**config.mk**
```make
export PLATFORM = sky130hd
export DESIGN_NAME = tdvc_top
export DESIGN_NICKNAME = d
export VERILOG_FILES = /design/src/logic/tdvc_pkg.sv /design/src/logic/tdvc_lane_cmp.sv /design/src/logic/tdvc_top.sv
export VERILOG_INCLUDE_DIRS = /design/src /design/src/logic
export SDC_FILE = /design/constraint.sdc
export NUM_CORES = 1
export LEC_CHECK = 0
export ABC_CLOCK_PERIOD_IN_PS = 5900
export BUFFER_PORTS_ARGS = -buffer_cell sky130_fd_sc_hd__buf_2
export CORE_ASPECT_RATIO = 1.1
export CORE_MARGIN = 5
export CORE_UTILIZATION = 44
export CTS_CLUSTER_SIZE = 10
export DETAILED_ROUTE_END_ITERATION = 10
export GPL_ROUTABILITY_DRIVEN = 0
export HOLD_SLACK_MARGIN = 0.08
export PLACE_DENSITY = 0.69
export SLEW_MARGIN = 15
export SYNTH_ARGS = -nofsm -noshare
export SYNTH_HDL_FRONTEND = slang
export SYNTH_HIERARCHICAL = 1
export SYNTH_SLANG_ARGS = --single-unit
```
**constraint.sdc**
```tcl
create_clock -name ref_clk -period 5.9 [get_ports ref_clk]
set_input_delay 0.295 -clock ref_clk [delete_from_list [all_inputs] [get_ports ref_clk]]
set_output_delay 0.295 -clock ref_clk [all_outputs]
set_load 0.01 [all_outputs]
```
**src/logic/tdvc_params.svh**
```systemverilog
// constants for the trace data value comparator
`ifndef TDVC_PARAMS_SVH
`define TDVC_PARAMS_SVH
`define TDVC_SIZE_BYTE  2'h0
`define TDVC_SIZE_HALF  2'h1
`define TDVC_SIZE_WORD  2'h3
`define TDVC_VER_V1     2'h0
`define TDVC_VER_V2     2'h1
`define TDVC_VER_V33    2'h2
`define TDVC_DATA_W     32
`endif

```
**src/logic/tdvc_pkg.sv**
```systemverilog
// types for the trace data value comparator
`default_nettype none
`include "tdvc_params.svh"
package tdvc_pkg;
   typedef enum logic [1:0] {
      TDVC_IDLE,
      TDVC_LSM
   } tdvc_state_t;
   typedef struct packed {
      logic        valid;
      logic        lsm_start;
      logic [3:0]  lsm_words;
      logic [1:0]  size;
      logic [31:0] addr;
      logic [31:0] data;
   } tdvc_access_t;
   typedef struct packed {
      logic [1:0]  version;
      logic [1:0]  cmp_size;
      logic        range_mode;
      logic        big_endian;
      logic [31:0] address_compare_value_reg;
      logic [31:0] address_compare_high_reg;
      logic [31:0] data_compare_value_reg;
      logic [31:0] data_compare_mask_reg;
   } tdvc_config_t;
endpackage
`default_nettype wire

```
**src/logic/tdvc_lane_cmp.sv**
```systemverilog
// masked per-bit data comparison
`default_nettype none
module tdvc_lane_cmp #(
   parameter int W = 32
) (
   input  wire logic [W-1:0] acc,
   input  wire logic [W-1:0] val,
   input  wire logic [W-1:0] mask,
   output logic              hit
);
   logic [W-1:0] bit_ok;
   genvar i;
   generate
      for (i = 0; i < W; i++) begin : g_bit
         assign bit_ok[i] = mask[i] | (acc[i] == val[i]);
      end
   endgenerate
   assign hit = &bit_ok;
endmodule
`default_nettype wire

```
**src/logic/tdvc_top.sv**
```systemverilog
// trace data value comparator top level
// ----------------------------------------
// How it works
// - accesses are word, halfword, byte; multiples split
// - access value width follows access size
// - value register is 32 bits, software consistent
// - pre-3.3 smaller accesses still compared
// - v1 compares raw bus lanes
// - v1 no byte/halfword compare in ranges
// - v2-3.2 compares data rotated to bit 0
// - from 3.1 unaligned accesses accepted
// - v3.3 byte size: covering accesses match
// - halfword size: aligned covering accesses match
// - halfword size: misaligned overlaps never match
// - word size: only exact word access matches
// - v3.3 single: smaller access never matches
// - misaligned accesses for size are rejected
// - range uses low comparator for value
// - range: addr ge low and addr not ge high
// - range with value: sizes must be equal
// ----------------------------------------
`default_nettype none
`include "tdvc_params.svh"
module tdvc_top
   import tdvc_pkg::*;
(
   input  wire logic         ref_clk,
   input  wire logic         rst_n,
   input  wire tdvc_access_t acc_in,
   input  wire tdvc_config_t cfg,
   output logic              lsm_busy,
   output logic              addr_match,
   output logic              value_match,
   output logic              cmp_match
);
   // ----------------------------------------
   // load/store multiple splitting
   // ----------------------------------------
   // a multi-word transfer arrives as one request; later words are
   // presented at successive word addresses, with the data of each beat
   // taken straight from the core since nothing here needs to hold it
   // the core's own address on later beats is ignored: the generated
   // address is the one the trace would report
   tdvc_state_t  state_r, state_nxt;
   logic [3:0]   left_r, left_nxt;
   logic [31:0]  lsm_addr_r, lsm_addr_nxt;
   tdvc_access_t cur;

   always_comb begin
      state_nxt    = state_r;
      left_nxt     = left_r;
      lsm_addr_nxt = lsm_addr_r;
      cur          = acc_in;
      unique case (state_r)
         TDVC_IDLE: begin
            if (acc_in.valid && acc_in.lsm_start && acc_in.lsm_words > 4'h1) begin
               cur.size     = `TDVC_SIZE_WORD;
               state_nxt    = TDVC_LSM;
               left_nxt     = acc_in.lsm_words - 4'h1;
               lsm_addr_nxt = acc_in.addr + 32'h4;
            end
         end
         TDVC_LSM: begin
            cur.valid = acc_in.valid;
            cur.size  = `TDVC_SIZE_WORD;
            cur.addr  = lsm_addr_r;
            // a cycle without valid is a core stall; the beat count waits
            if (acc_in.valid) begin
               lsm_addr_nxt = lsm_addr_r + 32'h4;
               left_nxt     = left_r - 4'h1;
               if (left_r == 4'h1) begin
                  state_nxt = TDVC_IDLE;
               end
            end
         end
      endcase
   end

   always_ff @(posedge ref_clk) begin
      if (!rst_n) begin
         state_r    <= TDVC_IDLE;
         left_r     <= 4'h0;
         lsm_addr_r <= 32'h0;
      end else begin
         state_r    <= state_nxt;
         left_r     <= left_nxt;
         lsm_addr_r <= lsm_addr_nxt;
      end
   end

   // ----------------------------------------
   // access value shaping per version
   // ----------------------------------------
   logic [1:0]  off;
   logic [31:0] acc_val;
   logic [31:0] lane_val;
   logic [4:0]  rot;

   assign off = cur.addr[1:0];

   always_comb begin
      lane_val = cur.data;
      rot      = 5'h0;
      acc_val  = cur.data;
      unique case (cfg.version)
         `TDVC_VER_V1: begin
            acc_val = cur.data;
         end
         `TDVC_VER_V2: begin
            // rotate the lane down so small accesses sit at bit 0
            // big endian lanes count from the top byte, so the shift is
            // measured from the far end of the word
            rot = cfg.big_endian ? 5'(({3'h0, ~off} - {1'b0, cur.size} - 5'h0) << 3)
                                 : 5'({off, 3'h0});
            if (cur.size == `TDVC_SIZE_WORD) begin
               rot = 5'h0;
            end
            lane_val = cur.data >> rot;
            // upper lanes keep whatever the bus held: unpredictable
            acc_val  = (cur.size == `TDVC_SIZE_WORD) ? cur.data :
                       {cur.data[31:16], lane_val[15:0]};
            if (cur.size == `TDVC_SIZE_BYTE) begin
               acc_val = {cur.data[31:8], lane_val[7:0]};
            end
         end
         default: begin
            acc_val = cur.data;
         end
      endcase
   end

   // ----------------------------------------
   // masked value comparison
   // ----------------------------------------
   // the full-width compare serves word sizes, ranges and older versions,
   // where the shaped access value already sits in place
   logic raw_hit;
   tdvc_lane_cmp #(
      .W (`TDVC_DATA_W)
   ) u_cmp (
      .acc  (acc_val),
      .val  (cfg.data_compare_value_reg),
      .mask (cfg.data_compare_mask_reg),
      .hit  (raw_hit)
   );

   // v3.3 replicated compare: any byte/halfword lane of the access
   // overlapping the comparison address decides the match
   logic [3:0] byte_hit;
   logic [1:0] half_hit;
   genvar b;
   generate
      for (b = 0; b < 4; b++) begin : g_byte
         assign byte_hit[b] = &(cfg.data_compare_mask_reg[8*b +: 8] |
                                ~(cur.data[8*b +: 8] ^ cfg.data_compare_value_reg[8*b +: 8]));
      end
      for (b = 0; b < 2; b++) begin : g_half
         assign half_hit[b] = &(cfg.data_compare_mask_reg[16*b +: 16] |
                                ~(cur.data[16*b +: 16] ^
                                  cfg.data_compare_value_reg[16*b +: 16]));
      end
   endgenerate

   // ----------------------------------------
   // address qualification
   // ----------------------------------------
   logic [31:0] ca;
   logic [31:0] base;
   logic [31:0] diff;
   logic        lo_ge;
   logic        hi_ge;
   logic        range_hit;
   logic        single_hit;
   logic        v33_hit;
   logic        val_ok;
   logic        aligned;
   logic [1:0]  byte_lane;
   logic        half_lane;

   assign ca       = cfg.address_compare_value_reg;
   assign base     = {cur.addr[31:2], 2'h0};
   assign diff     = ca - cur.addr;
   assign lo_ge    = cur.addr >= ca;
   assign hi_ge    = cur.addr >= cfg.address_compare_high_reg;
   assign range_hit = lo_ge && !hi_ge;
   // from 3.1 unaligned accesses compare on their own address
   assign single_hit = (cur.addr == ca) ||
                       (cfg.version == `TDVC_VER_V1 && base == {ca[31:2], 2'h0});

   // the compared unit sits on the bus lane of the comparison address;
   // the lane order flips with endianness, while replication in the value
   // and mask registers makes the register side the same on every lane
   assign byte_lane = cfg.big_endian ? ~ca[1:0] : ca[1:0];
   assign half_lane = cfg.big_endian ? ~ca[1] : ca[1];

   // alignment is judged against the comparison size, not the access size

   always_comb begin
      aligned = 1'b1;
      unique case (cfg.cmp_size)
         `TDVC_SIZE_HALF: aligned = ~cur.addr[0];
         `TDVC_SIZE_WORD: aligned = (cur.addr[1:0] == 2'h0);
         default:         aligned = 1'b1;
      endcase
   end

   always_comb begin
      v33_hit = 1'b0;
      unique case (cfg.cmp_size)
         `TDVC_SIZE_BYTE: begin
            // diff is how far the access starts below the comparison address;
            // a start above it wraps to a huge value and misses every window
            unique case (cur.size)
               `TDVC_SIZE_BYTE: v33_hit = (diff == 32'h0) && byte_hit[byte_lane];
               `TDVC_SIZE_HALF: v33_hit = (diff < 32'h2) && byte_hit[byte_lane];
               `TDVC_SIZE_WORD: v33_hit = (diff < 32'h4) && byte_hit[byte_lane];
               default:         v33_hit = 1'b0;
            endcase
         end
         `TDVC_SIZE_HALF: begin
            unique case (cur.size)
               `TDVC_SIZE_HALF: v33_hit = (diff == 32'h0) && half_hit[half_lane];
               `TDVC_SIZE_WORD: v33_hit = aligned && half_hit[half_lane] &&
                                          ((diff == 32'h0) || (diff == 32'h2));
               default:         v33_hit = 1'b0;
            endcase
         end
         `TDVC_SIZE_WORD: begin
            v33_hit = (cur.size == `TDVC_SIZE_WORD) && (diff == 32'h0) && raw_hit;
         end
         default: v33_hit = 1'b0;
      endcase
      if (!aligned) begin
         v33_hit = 1'b0;
      end
   end

   // before 3.3 the value test is independent of the address test and the
   // two are combined at the output; from 3.3 single compares fold both
   always_comb begin
      val_ok = raw_hit;
      if (cfg.version == `TDVC_VER_V33) begin
         if (cfg.range_mode) begin
            val_ok = aligned && (cur.size == cfg.cmp_size) && raw_hit;
         end else begin
            val_ok = v33_hit;
         end
      end else if (cfg.version == `TDVC_VER_V1 && cfg.range_mode &&
                   cfg.cmp_size != `TDVC_SIZE_WORD) begin
         val_ok = 1'b0;
      end
   end

   // ----------------------------------------
   // registered results
   // ----------------------------------------
   logic addr_nxt;
   logic value_nxt;
   logic match_nxt;
   logic busy_nxt;

   // results describe the access taken at the previous edge and stand for
   // one cycle; an idle cycle clears them so a match is never stretched
   always_comb begin
      addr_nxt  = 1'b0;
      value_nxt = 1'b0;
      match_nxt = 1'b0;
      busy_nxt  = (state_nxt == TDVC_LSM);
      if (cur.valid) begin
         if (cfg.range_mode) begin
            addr_nxt = range_hit;
         end else if (cfg.version == `TDVC_VER_V33) begin
            // overlap windows already include the address test
            addr_nxt = single_hit || (diff < 32'h4);
         end else begin
            addr_nxt = single_hit;
         end
         value_nxt = val_ok;
         match_nxt = (cfg.version == `TDVC_VER_V33 && !cfg.range_mode) ? v33_hit
                                                                       : addr_nxt && val_ok;
      end
   end

   always_ff @(posedge ref_clk) begin
      if (!rst_n) begin
         addr_match  <= 1'b0;
         value_match <= 1'b0;
         cmp_match   <= 1'b0;
         lsm_busy    <= 1'b0;
      end else begin
         addr_match  <= addr_nxt;
         value_match <= value_nxt;
         cmp_match   <= match_nxt;
         lsm_busy    <= busy_nxt;
      end
   end
endmodule
`default_nettype wire

```
==> flow_metrics.env, run 1 <==
export IMPL_port_buffer_count=211
export IMPL_yosys_cell_types_count=87
export IMPL_wl_per_cell_um=18.95
export IMPL_max_cap_violations=0
export IMPL_cts_sinks=42
export IMPL_cts_setup_buffers=0
export IMPL_synth_warnings=6
export IMPL_syn_nets=1304
export IMPL_async_flop_share_pct=0
export IMPL_vdd_drop_max_mv=0.1123
export IMPL_startpoint_type="flop"
export IMPL_rsz0062_at_grt="no"
export IMPL_postSynthCellCount=1037
export IMPL_setup_tns_ps=0
export IMPL_p_sw_uw=619.2
export IMPL_synth_area_sq_um=7335
export IMPL_track_usage_pct=26.87
export IMPL_endpoint_kind="flop"
export IMPL_grt_pass1_vias=8539
export IMPL_vias=8649
export IMPL_holdBufCountCts=0
export IMPL_worst_pin_slew_ps=1138
export IMPL_worstPathRequired_ps=6110
export IMPL_hpwl_um=23130
export IMPL_whs_path_depth=3
export IMPL_vias_per_cell=6.002
export IMPL_cts_clk_slew_worst_paths_ps=60
export IMPL_drt_wl_total_um=27300
export IMPL_worstPathMaxFanout=15
export IMPL_tritoncts="done"
export IMPL_grt_ovfl_total=0
export IMPL_synth_edff_count=0
export IMPL_setup_viol=0
export IMPL_drv_slew=0
export IMPL_synth_area_per_cell_sq_um=7.073
export IMPL_dieArea_sq_um=19350
export IMPL_p_seq_share_pct=22.2
export IMPL_pin_count=212
export IMPL_initial_core_util_pct=44.81
export IMPL_combPwrFrac_pct=59.5
export IMPL_yosys_area_top_type="dfxtp_1"
export IMPL_synth_top_area_share_pct=11.46
export IMPL_grt_pass1_wl_um=42750
export IMPL_final_nets=1502
export IMPL_reg2regPathDepth=18
export IMPL_holdWs_ps=284.0
export IMPL_core_area_sq_um=16370
export IMPL_clkPwrFrac_pct=18.4
export IMPL_dieWidth_um=133.1
export IMPL_fmax_ghz=0.1923
export IMPL_internal_power_uw=793.5
export IMPL_cts_root_buffer="clkbuf_16"
export IMPL_final_fill_count=1664
export IMPL_grt_max_degree=35
export IMPL_ys_flop_type="dfxtp_1"
export IMPL_max_slew_margin_pct=23.99
export IMPL_cts_buffer_depth=2
export IMPL_cts_buffers=5
export IMPL_drive_gt1_share_pct=22.59
export IMPL_yosysSeqAreaShare_pct=11.46
export IMPL_die_h_um=145.4
export IMPL_powerDensity_nw_per_um2=161.4
export IMPL_htree_levels=2
export IMPL_rows=49
export IMPL_hold_violations=0
export IMPL_finalCriticalPeriod_ps=5200
export IMPL_drc=0
export IMPL_antenna_found_initial=5
export IMPL_finalCritPeriodShare_pct=88.14
export IMPL_ctsResizeCount=0
export IMPL_clkLatencyLatePin_ps=280
export IMPL_p_leak_uw=0.003912
export IMPL_synth_common_cells="nand2_1 (116), xnor2_1 (96), a21oi_1 (92), nor2_1 (84), inv_1 (72)"
export IMPL_crit_arrival_ps=5420
export IMPL_drt_pass1_iterations=5
export IMPL_skew_ps=5.901
export IMPL_p_sw_share_pct=43.83
export IMPL_status="finished clean"
export IMPL_drtIter0Drc=587
export IMPL_crit_type="reg -> reg"
export IMPL_antenna_left=0
export IMPL_ys_ff_latch=42
export IMPL_yosys_top_cells_area="dfxtp_1 (11%), xnor2_1 (11%), ha_1 (9.9%)"
export IMPL_synth_most_common_cell="nand2_1"
export IMPL_syn2layout_area_growth_pct=19.33
export IMPL_hold_class="in -> reg"
-- state kept, by name (all words and copies together), names as in the netlist --
name         count
cmp_match        1
state_r          2
lsm_addr_r      32
addr_match       1
left_r           4
value_match      1
lsm_busy         1
-- worst paths after layout --
path	from	end	slack, ps
setup / recovery	state_r[1]	cmp_match	700
setup reg to reg	state_r[1]	cmp_match	700
hold / removal	acc_in[32]	lsm_addr_r[0]	280
hold reg to reg	lsm_addr_r[15]	lsm_addr_r[15]	450
-- per-layer routing --
layer  global-route usage [%]  wire (um)
met2                    47.23      13140
met1                    31.32      10620
met4                    13.84       1499
met5                        0         25
met3                    4.322       2024
-- cell type report --
type	count	area, sq um	share of cell area, %
antenna	2	5.005	0.05718
clock buffer	5	125.1	1.430
timing repair buffer	228	1196	13.67
sequential	42	840.8	9.607
tap	204	255.2	2.916
inverter	72	270.3	3.088
multi-input combinational	886	6050	69.12
clock inverter	2	10.01	0.1144
-- logic make-up (layout without fill, tap and decap cells) --
group / Yosys count / in the layout / share of synthesized area, %
AO/OA/AOI/OAI: 324 / 324 / 28.34
XOR/XNOR: 110 / 110 / 13.24
adder cells (fa/ha/maj): 64 / 64 / 10.87
buffers and inverters: 109 / 307 / 6.158
flip-flops: 42 / 42 / 11.46
multiplexers: 36 / 36 / 5.783
other: 0 / 2 / 0
AND/OR/NAND/NOR: 352 / 352 / 24.16
-- worst max-delay path, stage by stage, from the launching register on --
cell,delay [ps]
dfxtp_1,640
nand2b_2,410
nand2_1,120
nor2_1,140
inv_1,90
ha_1,270
nand2_1,40
o21ai_1,220
o21bai_1,560
mux2i_1,270
o21ai_0,90
mux2_2,280
xnor2_1,140
o22ai_1,130
nor4_1,290
and4_1,290
or4b_2,640
or2_2,340
a22oi_2,170
-- cells in the final DEF (no fill, tap or decap), types with 5 or more instances in the layout --
master,Yosys,routed
o21bai_1,7,7
buf_2,3,211
mux2i_1,25,25
nor3_1,16,16
a211o_1,5,5
o31ai_1,17,17
a211oi_1,10,10
nor2_1,84,84
o211ai_1,6,6
a31oi_1,18,18
o21ai_1,8,7
and3b_1,6,6
a21oi_1,92,91
o21ai_0,62,62
a21o_1,10,10
buf_4,0,16
xor2_1,13,13
ha_1,58,58
nand2b_1,8,8
nand3_1,25,25
mux2_2,5,5
inv_1,72,72
clkbuf_16,0,5
o22ai_1,33,33
dfxtp_1,42,42
nand4_1,21,21
nor4_1,20,20
o31a_1,5,5
nand2_1,116,116
o21a_1,13,13
nor2b_1,8,8
xnor2_1,96,96
and3_1,9,9
and2_1,7,7
-- through the flow --
step	instance area, sq um	util (%)	instances	worst slack (ps)	power, uW
6_report	8752	53.47	1441	699.8	1413
5_1_grt	8752	53.47	1441	308.8	1510
4_1_cts	8747	53.44	1439	771.6	1405
3_5_place_dp	8612	52.61	1432	654.3	1140
3_3_place_gp	8612	52.61	1432	732.1	1136
2_1_floorplan	7335	-	1037	902.3	871.6
-- power groups by stage --
| stage | clock, uW | sequential [uW] | combinational [uW] |
|---|---|---|---|
| final | 260 | 313 | 840 |
| after global routing | 277 | 316 | 917 |
| after CTS | 266 | 313 | 826 |
| after detailed placement | 0 | 319 | 821 |
| after global placement | 0 | 319 | 817 |
| after floorplan | 0 | 317 | 555 |
(Power assumes the default switching activity.)
==> inputs of run 2 (changes only) <==
CELL_PAD_IN_SITES_DETAIL_PLACEMENT = 0   (was default)
CELL_PAD_IN_SITES_GLOBAL_PLACEMENT = 2   (was default)
CORE_ASPECT_RATIO = default   (was 1.1)
CORE_UTILIZATION = 29   (was 44)
PLACE_DENSITY = default   (was 0.69)
PLACE_DENSITY_LB_ADDON = 0.1   (was default)
==> run 2 against run 1 <==
Sequential cell count unchanged. Non-clock buffer count is 12 higher. Cell area grew 2.6%. Die area up 48%. Sequential share of layout area fell by 0.25 points. Hold slack got worse by 21 ps. Combinational power rose by 3.6%. Core utilization is 18 points lower. Critical endpoint unchanged.
==> flow_metrics.env, run 2 (same netlist as run 1, synthesis figures left out) <==
export IMPL_top_register="lsm_addr_r"
export IMPL_drtIter0Drc=448
export IMPL_final_common_cell="buf_2"
export IMPL_drv_slew=0
export IMPL_clkLatencyLatePin_ps=300
export IMPL_drc=0
export IMPL_wl_per_cell_um=19.61
export IMPL_initial_core_util_pct=29.30
export IMPL_track_usage_pct=20.78
export IMPL_gr_usage_met3_pct=3.573
export IMPL_top_usage_layer="met2"
export IMPL_core_area_sq_um=25040
export IMPL_setup_tns_ps=0
export IMPL_p_leak_uw=0.003963
export IMPL_vdd_drop_max_mv=0.09714
export IMPL_diodes=0
export IMPL_hold_violations=0
export IMPL_p_seq_share_pct=21.3
export IMPL_p_sw_uw=672.1
export IMPL_endpoint_kind="flop"
export IMPL_dieWidth_um=169.0
export IMPL_dieArea_sq_um=28570
export IMPL_drive_gt1_share_pct=23.34
export IMPL_critPathMaxStageDelay_ps=630
export IMPL_cpMaxStageDelayCell="or4b_2"
export IMPL_crit_chain="nand2b_2 -> nand2_1 -> nor2_1 -> inv_1 -> ha_1 -> nand2_1 -> o21ai_1 -> o21bai_1 -> buf_4 -> mux2i_1 -> o21ai_0 -> mux2_2 -> xnor2_1 -> o22ai_1 -> nor4_1 -> and4_1 -> or4b_2 -> or2_2 -> a22oi_2"
export IMPL_use_met2_pct=35.81
export IMPL_worstPathRequired_ps=6140
export IMPL_cts_buffer_depth=2
export IMPL_internal_power_uw=804.7
export IMPL_drt_pass1_iterations=5
export IMPL_final_util_pct=35.88
export IMPL_setup_viol=0
export IMPL_crit_type="reg -> reg"
export IMPL_hold_class="in -> reg"
export IMPL_port_buffer_count=211
export IMPL_finalCritPeriodShare_pct=88.29
export IMPL_cts_root_buffer="clkbuf_16"
export IMPL_syn2layout_area_growth_pct=22.47
export IMPL_use_met1_pct=26.82
export IMPL_reg_top3="lsm_addr_r: 32 flops, left_r: 4 flops, state_r: 2 flops"
export IMPL_powerDensity_nw_per_um2=164.4
export IMPL_die_h_um=169.0
export IMPL_clkPwrFrac_pct=19.8
export IMPL_htree_levels=2
export IMPL_max_slew_margin_pct=39.35
export IMPL_tritoncts="done"
export IMPL_skew_ps=11.37
export IMPL_cpMostUsedCell="nand2_1"
export IMPL_finalCriticalPeriod_ps=5209
export IMPL_fmax_ghz=0.1920
export IMPL_worstPathMaxFanout=15
export IMPL_worst_pin_slew_ps=907.8
export IMPL_max_cap_violations=0
export IMPL_status="finished clean"
export IMPL_startpoint_type="flop"
export IMPL_grt_pass1_wl_um=46820
export IMPL_combPwrFrac_pct=58.9
export IMPL_cts_clk_slew_worst_paths_ps=80
export IMPL_grt_ovfl_total=0
export IMPL_rows=58
export IMPL_p_sw_share_pct=45.51
export IMPL_pin_count=212
export IMPL_holdBufCountCts=0
export IMPL_ctsResizeCount=0
export IMPL_grt_max_degree=28
export IMPL_largest_reg_flops=32
export IMPL_rsz0062_at_grt="no"
export IMPL_grt_pass1_vias=8366
export IMPL_crit_arrival_ps=5450
export IMPL_most_common_layout_cells="buf_2 (211), nand2_1 (116), xnor2_1 (96)"
export IMPL_drt_wl_total_um=30920
export IMPL_cts_buffers=5
export IMPL_vias=8303
export IMPL_antenna_left=0
export IMPL_hpwl_um=26530
export IMPL_cts_sinks=42
export IMPL_cts_setup_buffers=0
export IMPL_antenna_found_initial=2
export IMPL_final_nets=1514
export IMPL_vias_per_cell=5.265
[run 2: cell count changes in the layout (fill, tap and decap cells not counted)]
cell | before | now
buf_12 | 1 | 0
diode_2 | 2 | 0
buf_4 | 16 | 29
[run 2: through the flow]
stage	power (uW)	worst slack, ps	std cells	hold WS (ps)	cell area (sq um)
floorplan	871.6	902.3	1037	426.7	7335
global placement	1194	542.0	1570	440.3	8847
detailed placement	1186	431.2	1570	442.3	8847
CTS	1482	712.3	1577	275.7	8982
global route	1583	282.3	1577	285.3	8982
finish	1477	691.0	1577	263.5	8982
[run 2: layer usage]
metal / vias up / share of wire (%)
li1: 4220 / -
met1: 3797 / 44
met2: 249 / 48
met3: 33 / 5.4
met4: 4 / 2.7
met5: - / 0.068
[run 2: worst max-delay path, delay by kind of cell, from the launching register on]
family | cells | cell delay [ps]
mux | 2 | 500
simple gates | 8 | 2230
flops | 1 | 600
compound gates | 5 | 980
buf+inv | 2 | 390
fa+ha+maj | 1 | 280
xor+xnor | 1 | 150
[run 2: area by class of cell]
class / count / area, sq um
Multi-Input combinational cell: 886 / 6050
Clock buffer: 5 / 125.1
Sequential cell: 42 / 840.8
Inverter: 72 / 270.3
Timing Repair Buffer: 240 / 1274
Tap cell: 330 / 412.9
Clock inverter: 2 / 10.01
Fill cell: 2822 / 16050
[run 2: power groups by stage]
stage / Sequential [uW] / Clock [uW] / Combinational (uW)
2_1_floorplan: 317 / 0 / 555
3_3_place_gp: 321 / 0 / 873
3_5_place_dp: 321 / 0 / 866
4_1_cts: 314 / 297 / 871
5_1_grt: 317 / 305 / 961
6_report: 314 / 292 / 870
[run 2: path summary, 6_finish.rpt]
kind	startpoint	to	slack, ps	depth (start not counted)
worst max register to register	state_r[1]	cmp_match	690	19
worst max-delay path	state_r[1]	cmp_match	690	19
worst min-delay path	acc_in[33]	lsm_addr_r[1]	260	3
worst min register to register	lsm_addr_r[21]	lsm_addr_r[21]	450	2
==> inputs of run 3 (changes only) <==
CORE_UTILIZATION = 30   (was 29)
SYNTH_HIERARCHICAL = default   (was 1)
==> run 3 against run 2 <==
Core utilization grew 0.65 points. Cell area up 2.4%. Via count grew 4.3%. Critical path depth shrank 4. Critical endpoint unchanged. Largest power group unchanged. Non-clock buffer count decreased by 14. Largest cell class unchanged. First-iteration DRC count rose by 12%. Global-route usage is 0.30 points higher. Sequential cell count unchanged. Clock skew down 5.3 ps. Combinational power shrank 2%. Routed wire length up 2.0%.
==> flow_metrics.env, run 3 <==
export IMPL_rsz0062_at_grt="no"
export IMPL_top_register="lsm_addr_r"
export IMPL_reg2regPathDepth=15
export IMPL_vias_per_cell=5.441
export IMPL_ys_ff_latch=42
export IMPL_antenna_found_initial=0
export IMPL_drt_pass1_iterations=5
export IMPL_vdd_drop_max_mv=0.09061
export IMPL_grt_ovfl_total=0
export IMPL_clkLatencyLatePin_ps=310
export IMPL_hpwl_um=26380
export IMPL_drtIter0Drc=501
export IMPL_dieWidth_um=170.1
export IMPL_critPathMaxStageDelay_ps=760
export IMPL_die_h_um=170.1
export IMPL_syn2layout_area_growth_pct=19.66
export IMPL_initial_core_util_pct=30.53
export IMPL_crit_type="reg -> reg"
export IMPL_endpoint_kind="flop"
export IMPL_final_util_pct=36.53
export IMPL_yosys_area_top_type="dfxtp_1"
export IMPL_status="finished clean"
export IMPL_synth_most_common_cell="nand2_1"
export IMPL_synth_warnings=0
export IMPL_async_flop_share_pct=0
export IMPL_skew_ps=6.117
export IMPL_fmax_ghz=0.1951
export IMPL_yosys_cell_types_count=87
export IMPL_whs_path_depth=3
export IMPL_cts_buffer_depth=2
export IMPL_cpMostUsedCell="mux2i_1"
export IMPL_grt_pass1_vias=8713
export IMPL_largest_reg_flops=32
export IMPL_startpoint_type="flop"
export IMPL_max_slew_margin_pct=22.35
export IMPL_htree_levels=2
export IMPL_worst_pin_slew_ps=1165
export IMPL_ys_flop_type="dfxtp_1"
export IMPL_hold_violations=0
export IMPL_final_common_cell="buf_2"
export IMPL_reg_top3="lsm_addr_r: 32 flops, left_r: 4 flops, state_r: 2 flops"
export IMPL_powerDensity_nw_per_um2=162.5
export IMPL_grt_pass1_wl_um=48490
export IMPL_tritoncts="done"
export IMPL_syn_nets=1347
export IMPL_ctsResizeCount=0
export IMPL_drt_wl_total_um=31520
export IMPL_crit_arrival_ps=5370
export IMPL_vias=8656
export IMPL_worstPathMaxFanout=19
export IMPL_antenna_left=0
export IMPL_track_usage_pct=21.08
export IMPL_cts_buffers=5
export IMPL_setup_viol=0
export IMPL_synth_common_cells="nand2_1 (111), inv_1 (79), xnor2_1 (68), nor2_1 (61), a21oi_1 (60)"
export IMPL_wl_per_cell_um=19.81
export IMPL_cpMaxStageDelayCell="dfxtp_1"
export IMPL_cts_root_buffer="clkbuf_16"
export IMPL_crit_cells=15
export IMPL_setup_tns_ps=0
export IMPL_crit_family="compound AO/OA/AOI/OAI gates"
export IMPL_most_common_layout_cells="buf_2 (211), nand2_1 (111), inv_1 (79)"
export IMPL_cts_setup_buffers=0
export IMPL_cts_clk_slew_worst_paths_ps=80
export IMPL_setup_ws_ps=774.8
export IMPL_pin_count=212
export IMPL_drive_gt1_share_pct=21.51
export IMPL_drv_slew=0
export IMPL_max_cap_violations=0
export IMPL_synth_area_per_cell_sq_um=7.125
export IMPL_dp_slack_ps=832.7
export IMPL_yosys_top_cells_area="dfxtp_1 (11%), ha_1 (9.6%), xnor2_1 (7.7%)"
export IMPL_drc=0
export IMPL_postSynthCellCount=1079
export IMPL_p_leak_uw=0.004217
export IMPL_synth_edff_count=0
export IMPL_holdBufCountCts=0
export IMPL_synth_top_area_share_pct=10.94
export IMPL_crit_chain="nand2b_2 -> mux2i_1 -> inv_1 -> ha_1 -> nor3_1 -> a211oi_1 -> o21ai_2 -> a21oi_1 -> o22ai_1 -> mux2i_1 -> o2111ai_1 -> nor4_1 -> buf_4 -> nand2b_1 -> a21boi_1"
export IMPL_core_area_sq_um=25180
export IMPL_yosysSeqAreaShare_pct=10.94
export IMPL_hold_class="in -> reg"
export IMPL_cts_sinks=42
export IMPL_worstPathRequired_ps=6140
export IMPL_grt_max_degree=41
export IMPL_final_nets=1527
export IMPL_port_buffer_count=211
export IMPL_synth_area_sq_um=7687
export IMPL_dieArea_sq_um=28930
export IMPL_rows=58
export IMPL_finalCriticalPeriod_ps=5125
export IMPL_path_buf_inv=2
export IMPL_finalCritPeriodShare_pct=86.87
==> run 3: cell types whose count changed after synthesis, moves of 11 or more <==
cell and delta:
nor2_1 -23, and2_1 +11, a21o_1 +22, mux2i_1 +12
a211oi_1 +12, o31ai_1 -11, a21boi_0 +11, o22ai_1 -14
clkbuf_1 +11, xnor2_1 -28, a21oi_1 -32
==> run 3: worst min-delay path: stages <==
cell     delay [ps]
buf_2           150
mux2i_1          90
nor2b_1          90
==> run 3: final timing paths <==
kind | start | end | slack [ps]
hold reg to reg | lsm_addr_r[30] | lsm_addr_r[30] | 450
hold / removal | acc_in[32] | lsm_addr_r[0] | 360
setup reg to reg | state_r[0] | cmp_match | 770
setup / recovery | state_r[0] | cmp_match | 770
==> run 3: area by class of cell <==
| cell class | count | area (sq um) |
|---|---|---|
| sequential | 42 | 840.8 |
| clock buffer | 5 | 125.1 |
| inverter | 79 | 296.5 |
| antenna | 1 | 2.502 |
| multi-input combinational | 905 | 6324 |
| clock inverter | 3 | 28.78 |
| tap | 330 | 412.9 |
| fill | 2781 | 15980 |
| timing repair buffer | 226 | 1169 |
==> run 3: routing by layer <==
| metal | up-vias | global-route usage (%) | wire (um) |
|---|---|---|---|
| li1 | 4335 | - | - |
| met1 | 4071 | 28.45 | 14500 |
| met2 | 226 | 36.16 | 15210 |
| met3 | 24 | 2.787 | 1357 |
| met4 | 0 | 4.132 | 459 |
| met5 | - | 0 | 0 |
==> run 3: metrics by stage <==
step,cells,hold slack [ps],area [sq um],total power [uW]
after floorplan,1079,430.1,7687,886.9
after global placement,1582,438.6,9042,1181
after detailed placement,1582,443.7,9042,1174
after CTS,1590,340.3,9196,1508
after global routing,1590,357.1,9196,1609
final,1591,357.4,9199,1495
==> run 3: report_power, final <==
part	total [uW]	internal (uW)	switching, uW
sequential	316	301	14.5
clock	324	163	160
combinational	856	343	512
==> run 3: cell families (layout without fill, tap and decap cells) <==
kind of cell,count (synthesis),in the layout,synth area share [%]
and+or+nand+nor,383,383,25.98
AOI/OAI and AO/OA,328,328,29.82
buffers and inverters,132,313,6.868
xor gates and xnor gates,86,86,9.896
adders and majority gates,66,66,10.66
muxes,42,42,5.843
DFF,42,42,10.94
other,0,1,0
